`src/pkg/aac_regs.svh`:
```
// constants for the accumulator adjust and control datapath
// assumes inclusion by the datapath module only
`ifndef AAC_REGS_SVH
`define AAC_REGS_SVH

// ----------------------------------------
// opcodes
// ----------------------------------------
`define AAC_OPC_IDLE 8'h00
`define AAC_OPC_DECADJ 8'h27
`define AAC_OPC_ONESC 8'h2f
`define AAC_OPC_CFORCE 8'h37
`define AAC_OPC_CTOGGLE 8'h3f
`define AAC_OPC_PREFIX 8'hed
`define AAC_OPC_NEG2 8'h44

// ----------------------------------------
// flag bit positions in the flag byte
// ----------------------------------------
`define AAC_F_CARRY 0
`define AAC_F_SUB 1
`define AAC_F_PV 2
`define AAC_F_HALF 4
`define AAC_F_ZERO 6
`define AAC_F_SIGN 7

// ----------------------------------------
// timing, reset and correction values
// ----------------------------------------
`define AAC_TSTATES_PER_M 4
`define AAC_ACC_RST 8'hff
`define AAC_FLAG_RST 6'h3f
`define AAC_COR_LO 8'h06
`define AAC_COR_HI 8'h60
`define AAC_NEG_MIN 8'h80

`endif

```
`src/pkg/aac_pkg.sv`:
```
// types for the accumulator adjust and control datapath
// assumes the constants header sits beside it
package aac_pkg;
   typedef struct packed {
      logic sign;
      logic zero;
      logic half;
      logic pv;
      logic sub;
      logic carry;
   } aac_flags_s;

   typedef enum logic [2:0] {
      AAC_ST_FETCH,
      AAC_ST_EXEC,
      AAC_ST_PREFIX
   } aac_state_e;
endpackage : aac_pkg

```
`src/rtl/aac_datapath.sv`:
```
// accumulator adjust, complement, negate and carry control datapath
// assumes opcode bytes arrive one per machine cycle when op_valid_i is high;
// accumulator and flags are held here and loaded from outside via load_i
//
// Behaviour
// - opcode 27 adjusts the accumulator to packed BCD in one four-T-state machine cycle.
// - after addition adjust adds 06 and/or 60 by digit range and half-carry, carry set with 60.
// - after subtraction adjust adds 00, FA, A0 or 9A, carry set only for A0 and 9A.
// - adjust sets sign, zero and even parity from the result and keeps subtract.
// - opcode 2F inverts the accumulator, sets half-carry and subtract, keeps the rest.
// - ED 44 replaces the accumulator with zero minus it over two four-T-state cycles.
// - negating 80 leaves 80 and parity/overflow is set exactly when the input was 80.
// - negate sets carry when the input was nonzero and clears it on 00.
// - negate sets half-carry on borrow from bit 4, sign and zero from result, subtract always.
// - opcode 3F inverts carry, keeps sign, zero and parity/overflow, clears subtract.
// - carry toggle copies the old carry into half-carry.
// - opcode 37 forces carry, clears half-carry and subtract, keeps the rest.
`include "aac_regs.svh"

module aac_datapath
   import aac_pkg::*;
#(
   parameter int TSTATES_PER_M = `AAC_TSTATES_PER_M
) (
   input wire logic clk_i, // cpu clock, one t state per cycle
   input wire logic rst_i, // async reset, active high
   input wire logic op_valid_i, // opcode byte offered
   input wire logic [7:0] op_i, // opcode byte
   input wire logic load_i, // load acc and flags from outside
   input wire logic [7:0] acc_load_i, // accumulator load value
   input wire aac_flags_s flags_load_i, // flag load value
   output logic op_ready_o, // opcode byte taken this cycle
   output logic [7:0] acc_o, // accumulator
   output aac_flags_s flags_o, // flags
   output logic done_o, // one-cycle pulse at end of instruction
   output logic unknown_o // last opcode not served by this unit
);

   // ----------------------------------------
   // elaboration check
   // ----------------------------------------
   if (TSTATES_PER_M < 2) begin : g_chk
      $error("TSTATES_PER_M must be at least 2");
   end

   localparam int TW = $clog2(TSTATES_PER_M + 1);
   localparam logic [TW-1:0] T_LAST = TW'(TSTATES_PER_M - 1);

   aac_state_e state;
   logic pfx; // the opcode in opc came after the prefix byte
   logic [TW-1:0] tcnt;
   logic [7:0] opc;
   logic m_end;

   assign m_end = (tcnt == T_LAST);

   // ----------------------------------------
   // machine cycle sequencer
   // ----------------------------------------
   // a byte is taken in the first t state; the rest of the machine cycle
   // runs regardless so every opcode byte costs exactly four t states
   always_ff @(posedge clk_i or posedge rst_i) begin
      if (rst_i) begin
         state <= AAC_ST_FETCH;
         tcnt <= '0;
         opc <= `AAC_OPC_IDLE;
         pfx <= 1'b0;
         op_ready_o <= 1'b0;
      end else begin
         op_ready_o <= 1'b0;
         case (state)
            AAC_ST_FETCH: begin
               if (op_valid_i && !load_i) begin
                  opc <= op_i;
                  pfx <= 1'b0;
                  op_ready_o <= 1'b1;
                  tcnt <= TW'(1);
                  state <= (op_i == `AAC_OPC_PREFIX) ? AAC_ST_PREFIX : AAC_ST_EXEC;
               end
            end
            AAC_ST_PREFIX: begin
               if (m_end) begin
                  tcnt <= '0;
               end else if (tcnt != '0) begin
                  tcnt <= tcnt + TW'(1);
               end else if (op_valid_i) begin
                  opc <= op_i;
                  pfx <= 1'b1;
                  op_ready_o <= 1'b1;
                  tcnt <= TW'(1);
                  state <= AAC_ST_EXEC;
               end
            end
            AAC_ST_EXEC: begin
               if (m_end) begin
                  tcnt <= '0;
                  state <= AAC_ST_FETCH;
               end else begin
                  tcnt <= tcnt + TW'(1);
               end
            end
            default: begin
               state <= AAC_ST_FETCH;
            end
         endcase
      end
   end

   // ----------------------------------------
   // result computation
   // ----------------------------------------
   logic exec_end, is_neg;
   logic [3:0] lo, hi;
   logic [7:0] cor, daa_res, neg_res;
   logic daa_cy, lo_adj, hi_adj;
   logic [7:0] next_acc;
   aac_flags_s f, next_flags;

   assign f = flags_o;
   assign exec_end = (state == AAC_ST_EXEC) && m_end;
   // a lone 44 is some other instruction: negate only behind the prefix
   assign is_neg = pfx && (opc == `AAC_OPC_NEG2);
   assign lo = acc_o[3:0];
   assign hi = acc_o[7:4];

   // the correction byte: 06/60 added for addition, their negatives
   // (fa, a0, 9a) for subtraction, selected by the subtract flag
   always_comb begin
      lo_adj = f.half || (lo > 4'h9);
      hi_adj = f.carry || (acc_o > 8'h99);
      cor = {hi_adj ? `AAC_COR_HI : 8'h00} | {lo_adj ? `AAC_COR_LO : 8'h00};
      if (f.sub) begin
         cor = 8'h00 - cor;
      end
      daa_res = acc_o + cor;
      daa_cy = hi_adj;
   end

   assign neg_res = 8'h00 - acc_o;

   always_comb begin
      next_acc = acc_o;
      next_flags = f;
      if (is_neg) begin
         next_acc = neg_res;
         next_flags.sign = neg_res[7];
         next_flags.zero = (neg_res == 8'h00);
         next_flags.half = (lo != 4'h0);
         next_flags.pv = (acc_o == `AAC_NEG_MIN);
         next_flags.sub = 1'b1;
         next_flags.carry = (acc_o != 8'h00);
      end else if (!pfx) begin
         case (opc)
            `AAC_OPC_DECADJ: begin
               next_acc = daa_res;
               next_flags.sign = daa_res[7];
               next_flags.zero = (daa_res == 8'h00);
               next_flags.pv = ~^daa_res;
               next_flags.half = acc_o[4] ^ cor[4] ^ daa_res[4];
               next_flags.carry = daa_cy;
            end
            `AAC_OPC_ONESC: begin
               next_acc = ~acc_o;
               next_flags.half = 1'b1;
               next_flags.sub = 1'b1;
            end
            `AAC_OPC_CTOGGLE: begin
               next_flags.carry = ~f.carry;
               next_flags.half = f.carry;
               next_flags.sub = 1'b0;
            end
            `AAC_OPC_CFORCE: begin
               next_flags.carry = 1'b1;
               next_flags.half = 1'b0;
               next_flags.sub = 1'b0;
            end
            default: begin
               next_acc = acc_o;
            end
         endcase
      end
   end

   // ----------------------------------------
   // accumulator and flags
   // ----------------------------------------
   always_ff @(posedge clk_i or posedge rst_i) begin
      if (rst_i) begin
         acc_o <= `AAC_ACC_RST;
         flags_o <= aac_flags_s'(`AAC_FLAG_RST);
      end else if (load_i && state == AAC_ST_FETCH) begin
         acc_o <= acc_load_i;
         flags_o <= flags_load_i;
      end else if (exec_end) begin
         acc_o <= next_acc;
         flags_o <= next_flags;
      end
   end

   always_ff @(posedge clk_i or posedge rst_i) begin
      if (rst_i) begin
         done_o <= 1'b0;
         unknown_o <= 1'b0;
      end else begin
         done_o <= exec_end;
         if (exec_end) begin
            unknown_o <= pfx ? !is_neg : !(opc == `AAC_OPC_IDLE || opc == `AAC_OPC_DECADJ
               || opc == `AAC_OPC_ONESC || opc == `AAC_OPC_CTOGGLE
               || opc == `AAC_OPC_CFORCE);
         end
      end
   end

   // ----------------------------------------
   // checks
   // ----------------------------------------
   chk_neg_carry: assert property (@(posedge clk_i) disable iff (rst_i)
      exec_end && is_neg |=> flags_o.carry == ($past(acc_o) != 8'h00))
      else $error("negate carry wrong");
   chk_neg_value: assert property (@(posedge clk_i) disable iff (rst_i)
      exec_end && is_neg |=> acc_o == 8'(8'h00 - $past(acc_o)))
      else $error("negate result wrong");
   chk_neg_pv: assert property (@(posedge clk_i) disable iff (rst_i)
      exec_end && is_neg |=> flags_o.pv == ($past(acc_o) == 8'h80))
      else $error("negate overflow wrong");
   chk_neg_sub: assert property (@(posedge clk_i) disable iff (rst_i)
      exec_end && is_neg |=> flags_o.sub && flags_o.zero == (acc_o == 8'h00))
      else $error("negate flags wrong");
   chk_cpl_inv: assert property (@(posedge clk_i) disable iff (rst_i)
      exec_end && opc == `AAC_OPC_ONESC && !pfx |=> acc_o == ~$past(acc_o)
      && flags_o.half && flags_o.sub && flags_o.carry == $past(flags_o.carry))
      else $error("complement wrong");
   chk_ccf_swap: assert property (@(posedge clk_i) disable iff (rst_i)
      exec_end && opc == `AAC_OPC_CTOGGLE && !pfx |=>
      flags_o.half == $past(flags_o.carry) && flags_o.carry != $past(flags_o.carry))
      else $error("carry toggle wrong");
   chk_scf_set: assert property (@(posedge clk_i) disable iff (rst_i)
      exec_end && opc == `AAC_OPC_CFORCE && !pfx |=>
      flags_o.carry && !flags_o.half && !flags_o.sub)
      else $error("carry force wrong");
   chk_daa_flags: assert property (@(posedge clk_i) disable iff (rst_i)
      exec_end && opc == `AAC_OPC_DECADJ && !pfx |=> flags_o.pv == ~^acc_o
      && flags_o.sign == acc_o[7] && flags_o.sub == $past(flags_o.sub))
      else $error("adjust flags wrong");
   chk_mcycle_len: assert property (@(posedge clk_i) disable iff (rst_i)
      op_ready_o && state == AAC_ST_EXEC |-> ##3 done_o)
      else $error("machine cycle length wrong");

endmodule : aac_datapath

```
`config.mk`:
```
export PLATFORM = sky130hd
export DESIGN_NAME = aac_datapath
export DESIGN_NICKNAME = d
export VERILOG_FILES = /design/src/pkg/aac_pkg.sv /design/src/rtl/aac_datapath.sv
export VERILOG_INCLUDE_DIRS = /design/src /design/src/pkg
export SDC_FILE = /design/constraint.sdc
export NUM_CORES = 1
export LEC_CHECK = 0
export BUFFER_PORTS_ARGS = -buffer_cell sky130_fd_sc_hd__clkbuf_2
export CORE_MARGIN = 2
export CORE_UTILIZATION = 40
export DETAILED_ROUTE_END_ITERATION = 10
export GPL_TIMING_DRIVEN = 1
export SLEW_MARGIN = 20
export SYNTH_ARGS = -nofsm -noshare
export SYNTH_HDL_FRONTEND = slang
export SYNTH_SLANG_ARGS = --single-unit
```
`constraint.sdc`:
```
create_clock -name clk_i -period 3.15 [get_ports clk_i]
set_input_delay 0.63 -clock clk_i [delete_from_list [all_inputs] [get_ports clk_i]]
set_output_delay 0.63 -clock clk_i [all_outputs]
set_load 0.005 [all_outputs]
```
Yosys cells after proc, flatten, opt, wreduce, memory -nomap -nowiden
Cells that the tools add are included.

Word-level logic and storage cells: 125. Register bits: 32. Bits of input ports: 26.

Mux-type cells: 45. Reduce and logical (&&, ||, !) cells: 38. Bitwise gates (word level): 5. Eq/ne operators: 17. Order comparisons: 2. Add/sub/neg operators: 4.

Operators by type and width (number): two-way mux 8 bit (9); == test 8 x 6 -> 1 bit (second input constant) (4); case mux 8 bit (2 select lines) (2); two-way mux 3 bit (10); zero test 8 bit (3); two-way mux 6 bit (4); case mux 3 bit (3 select lines) (2); AND reduction 3 bit (6); == test 8 bit (second input constant) (2); nonzero test 4 bit (3); two-way mux 1 bit (10); != test 2 bit (second input constant) (5); AND reduction 5 bit (2); nonzero test 3 bit (3); adder 8 bit (1); == test 8 x 7 -> 1 bit (second input constant) (1); > comparator 8 bit (second input constant) (1); NOT 8 bit (1); nonzero test 8 bit (1); XNOR reduction 8 bit (1); subtractor 1 x 7 -> 8 bit (first input constant) (1); subtractor 1 x 8 -> 8 bit (first input constant) (1); two-way mux 7 bit (1); OR 7 x 3 -> 7 bit (1); other kinds (20) (36).

Depth between registers and ports, before layout
Depth after elaboration: 13. Depth in mapped cells: 18. Mapped depth without buffers: 18.

Worst setup path after synthesis
OpenSTA, ideal clock, no wires.

Path kind: reg-to-reg. Start: register acc_o[0]. End: register flags_o[2] in the netlist's numbering. Slack: -0.307 ns. Required time: 3.078 ns. Cell stages (with the launch flop): 17. Data arrival time: 3.385 ns. Setup time: 0.072 ns. Period minus slack after synthesis: 3.457 ns. Buffers on the path: 0. Cells stage by stage: dfstp_2 > inv_1 > ha_1 > o21bai_1 > a21oi_1 > or2_2 > fa_1 > nor2b_1 > o31ai_1 > nor3b_1 > o31a_1 > ha_1 > xnor2_1 > xnor2_1 > o211ai_1 > o21ai_1 > o21ai_1.

Longest elaborated chain between the ends: 13.

RTL lines: from (decl) (line aac_datapath.sv:33) `output logic [7:0] acc_o,`; from (signal assigned) (line aac_datapath.sv:189) `` acc_o <= `AAC_ACC_RST; ``; from (signal assigned) (line aac_datapath.sv:192) `acc_o <= acc_load_i;`; from (signal assigned) (line aac_datapath.sv:195) `acc_o <= next_acc;`; > comparator 8 bit / > comparator 4 bit (equally long branches) (line aac_datapath.sv:130, aac_datapath.sv:129); logical OR 1 bit, on equally long branches (line aac_datapath.sv:130, aac_datapath.sv:129); two-way mux 7 bit / two-way mux 3 bit (equally long branches) (line aac_datapath.sv:131) `` cor = {hi_adj ? `AAC_COR_HI : 8'h00} | {lo_adj ? `AAC_COR_LO : 8'h00}; ``; OR 7 x 3 -> 7 bit (line aac_datapath.sv:131); subtractor 1 x 7 -> 8 bit (line aac_datapath.sv:133) `cor = 8'h00 - cor;`; two-way mux 8 bit (line aac_datapath.sv:132) `if (f.sub) begin`; adder 8 bit (line aac_datapath.sv:135) `daa_res = acc_o + cor;`; XNOR reduction 8 bit (line aac_datapath.sv:158) `next_flags.pv = ~^daa_res;`; two-way mux 1 bit (line aac_datapath.sv:153) `case (opc)`; two-way mux 6 bit (line aac_datapath.sv:152) `end else if (!pfx) begin`; two-way mux 6 bit (*) (line aac_datapath.sv:144) `if (is_neg) begin`; two-way mux 6 bit (*) (line aac_datapath.sv:194) `end else if (exec_end) begin`; two-way mux 6 bit (*) (line aac_datapath.sv:191) `end else if (load_i && state == AAC_ST_FETCH) begin`; to (signal assigned) (line aac_datapath.sv:190) `` flags_o <= aac_flags_s'(`AAC_FLAG_RST); ``; to (signal assigned) (line aac_datapath.sv:193) `flags_o <= flags_load_i;`; to (signal assigned) (line aac_datapath.sv:196) `flags_o <= next_flags;`; to (decl) (line aac_datapath.sv:34) `output aac_flags_s flags_o,`.

Every way passes the cells marked *; elsewhere a longest branch is shown, timed or not. The select of a mux whose other input is x is not followed. A chain may end at the register's enable or synchronous reset.

Worst setup path after layout
Ends and elaborated chain as after synthesis.

==> results.txt <==
Residual DRC: 0
Distinct cell type count after synthesis: 58
Max Root-Sink Buffers: 2
Die Width: 83.29 um
Flops & latches, synth: 31
Critical path class: reg2reg
Ant diodes: 0
1st-pass router iterations: 4
Post-Place Cells: 422
Hold crit path type: reg2reg
Worst-path cell chain: inv_2, ha_4, o21bai_4, a21oi_2, or2_2, fa_2, nor2b_2, o31ai_2, nor3b_2, o31a_1, ha_2, xnor2_1, xnor2_1, o211ai_1, o21ai_1, o21ai_1
RSZ-0062 raised after global routing: yes
Pwr dens: 1335 nW/um^2
CP max-delay cell: dfstp_2
Syn nets: 335
Failing checks: negative setup slack
Top-count cell post-synth: a21oi_1
Post-synth top flop: dfrtp_1
First-pass GRT wire length: 11460 um
Cell Area, Synth: 2515 sq um
Power Total: 4.320 mW
Post-synthesis simple-gate area fraction: 0.1930
Combinational family with the most area after synthesis: compound AO/OA/AOI/OAI gates
Htree depth: 2
Static power due to leakage: 1.424 nW
Reg clk slew, reported paths: 0.07 ns
CTS tree: yes
Period utilization: 1.065
Worst path max stage delay: 0.58 ns
Worst slew margin: 0.4451
Max-slew violations: 0
Post-synthesis sequential area ratio: 0.3154
Max Freq: 298.2 MHz
Filler cell count: 588
Storage element area: 793.3 sq um
Vias in the first global route: 2420
Top delay family on crit path: compound AO/OA/AOI/OAI gates
Top cells by count, synth: 23 x a21oi_1, 21 x ha_1, 21 x inv_1, 20 x nand2_1
Fin. Hold Viols: 0
Global route overflow: 0
Critical path capture point type: flop
Syn_area_per_cell: 8.763 sq um
Port Buffer Count: 42
Place WS: -0.3110 ns
Synth Instances: 287
Area of the multi-input gates: 1720 sq um
Critical path fanouts, max: 3
Synth Area in XOR/XNOR: 0.03483
Ports: 43
Endpoints failing setup: 1
Most area-consuming cells after synthesis: dfrtp_1 17%, dfstp_2 15%, ha_1 10%
Initial Util: 0.4198
EDFF count, synth: 0
Antenna violations before repair: 0
GRT Overall Usage: 0.2018
Worst endpoint required time: 3.37 ns
CTS sink count: 31
Mux cell area share after synthesis: 0.05373
Max_cap viols: 0
Final setup skew: 0.007495 ns
Die Footprint: 6937 sq um
Cell area after layout: 3236 sq um
Worst Setup Slack, final: -0.2036 ns
Post-route core utilization: 0.5401
Share of the synthesized area in the top cell type: 0.1692
Post-route ant nets: 0
Maximum vdd ir drop: 759.6 uV
Yosys warnings: 0
Drt first-iter violations: 196
Area of the core: 5991 sq um
Async S/R FF share, synth: 1.000
Via Count: 2416
Largest net degree at the start of global routing: 22
Wirelength, routed: 6877 um
Compound-Gate Fraction of Synth Area: 0.2398
Status: finished, violations left
CP arrival: 3.58 ns
CP startpoint kind: flop
Clk_lat worst skew: 0.29 ns
Final min period: 3.354 ns
Share of cells above drive strength 1: 0.3972
Root Buffer: clkbuf_8
Die Y: 83.29 um
Final net count: 407
Yosys top cell by area: dfrtp_1
Rows: 28
Post-Synth Adder-Cell Area: 0.1124
Worst-margin pin slew: 0.8314 ns
Inserted Clock Buffers: 5
Final HPWL DP: 5361 um
Bufs and invs on worst path: 1
WL per Instance: 15.81 um
Placed inst area: 3018 sq um
Area grow syn2layout: 28.66%
Via/cell ratio: 5.554
Final cell count without fillers: 435
GP Congestion: 0.8502
logic make-up after synthesis:
logic type,count (synthesis)
compound gates,93
simple gates,88
buf+inv,31
flops,31
fa+ha+maj,22
mux,12
xor+xnor,10
stage by stage:
step / hold slack, ns / TNS, ns
floorplan: 0.4522 / -0.1713
global placement: 0.4562 / -0.2491
detailed placement: 0.4599 / -0.4214
CTS: 0.4700 / -0.3199
global route: 0.4863 / -0.5823
finish: 0.4680 / -0.2036
tightest hold or removal path, cell delays in order, from the launching register on:
cell	delay, ns
dfstp_2	0.37
nand2_1	0.05
o21ai_1	0.05
flip-flops by register name, indices dropped and copies added (netlist names):
signal / count
acc_o: 8
done_o: 1
flags_o: 6
op_ready_o: 1
opc: 8
pfx: 1
state: 2
tcnt: 3
unknown_o: 1
cell type report:
class,count,area share
well taps,75,0.02900
inverters,21,0.02436
clock buffers,7,0.02668
multi-input cells,225,0.5317
clock inverters,1,0.001547
repair buffers,75,0.1415
flip-flops and latches,31,0.2452
cells in the final DEF (no fill, tap or decap), types with 5 or more instances in the layout:
cell	instances
dfstp_2	14
ha_1	16
o21ai_1	6
clkbuf_8	6
nand2_1	20
a21oi_1	20
xnor2_1	7
mux2_2	11
nor2b_1	5
o21ai_0	17
nor3_1	11
inv_1	17
dfrtp_1	17
nor2_1	17
clkbuf_2	42
buf_4	33
layer usage:
metal	GRT usage	vias up	routed length, um
li1	-	1189	-
met4	0.06557	0	106
met2	0.3570	64	3481
met1	0.2506	1153	3041
met3	0.02982	10	247
met5	0	-	0
path summary, 6_finish.rpt:
path,end,slack (ns),from,cells after the start
min in group asynchronous,done_o,0.48,rst_i,2
hold reg to reg,flags_o[4],0.47,flags_o[4],2
setup / recovery,flags_o[2],-0.20,acc_o[0],16
max in group asynchronous,opc[2],1.99,rst_i,3
setup reg to reg,flags_o[2],-0.20,acc_o[0],16
hold / removal,flags_o[4],0.47,flags_o[4],2
power by group:
group | leakage (nW) | switching [mW] | total [mW] | internal (mW)
clock | 0.0482 | 0.151 | 0.327 | 0.176
sequential | 0.358 | 0.195 | 0.826 | 0.631
combinational | 1.02 | 1.53 | 3.17 | 1.64
repair_timing:
action / 4_1_cts / 5_1_grt
resized for setup: 1 / 16
hold buffers: 0 / 0
endpoints found under the setup margin: 4 / 7
pin swaps: 4 / 3
buffers inserted: 1 / 4
Note: power is estimated with default switching activity, not from simulation.
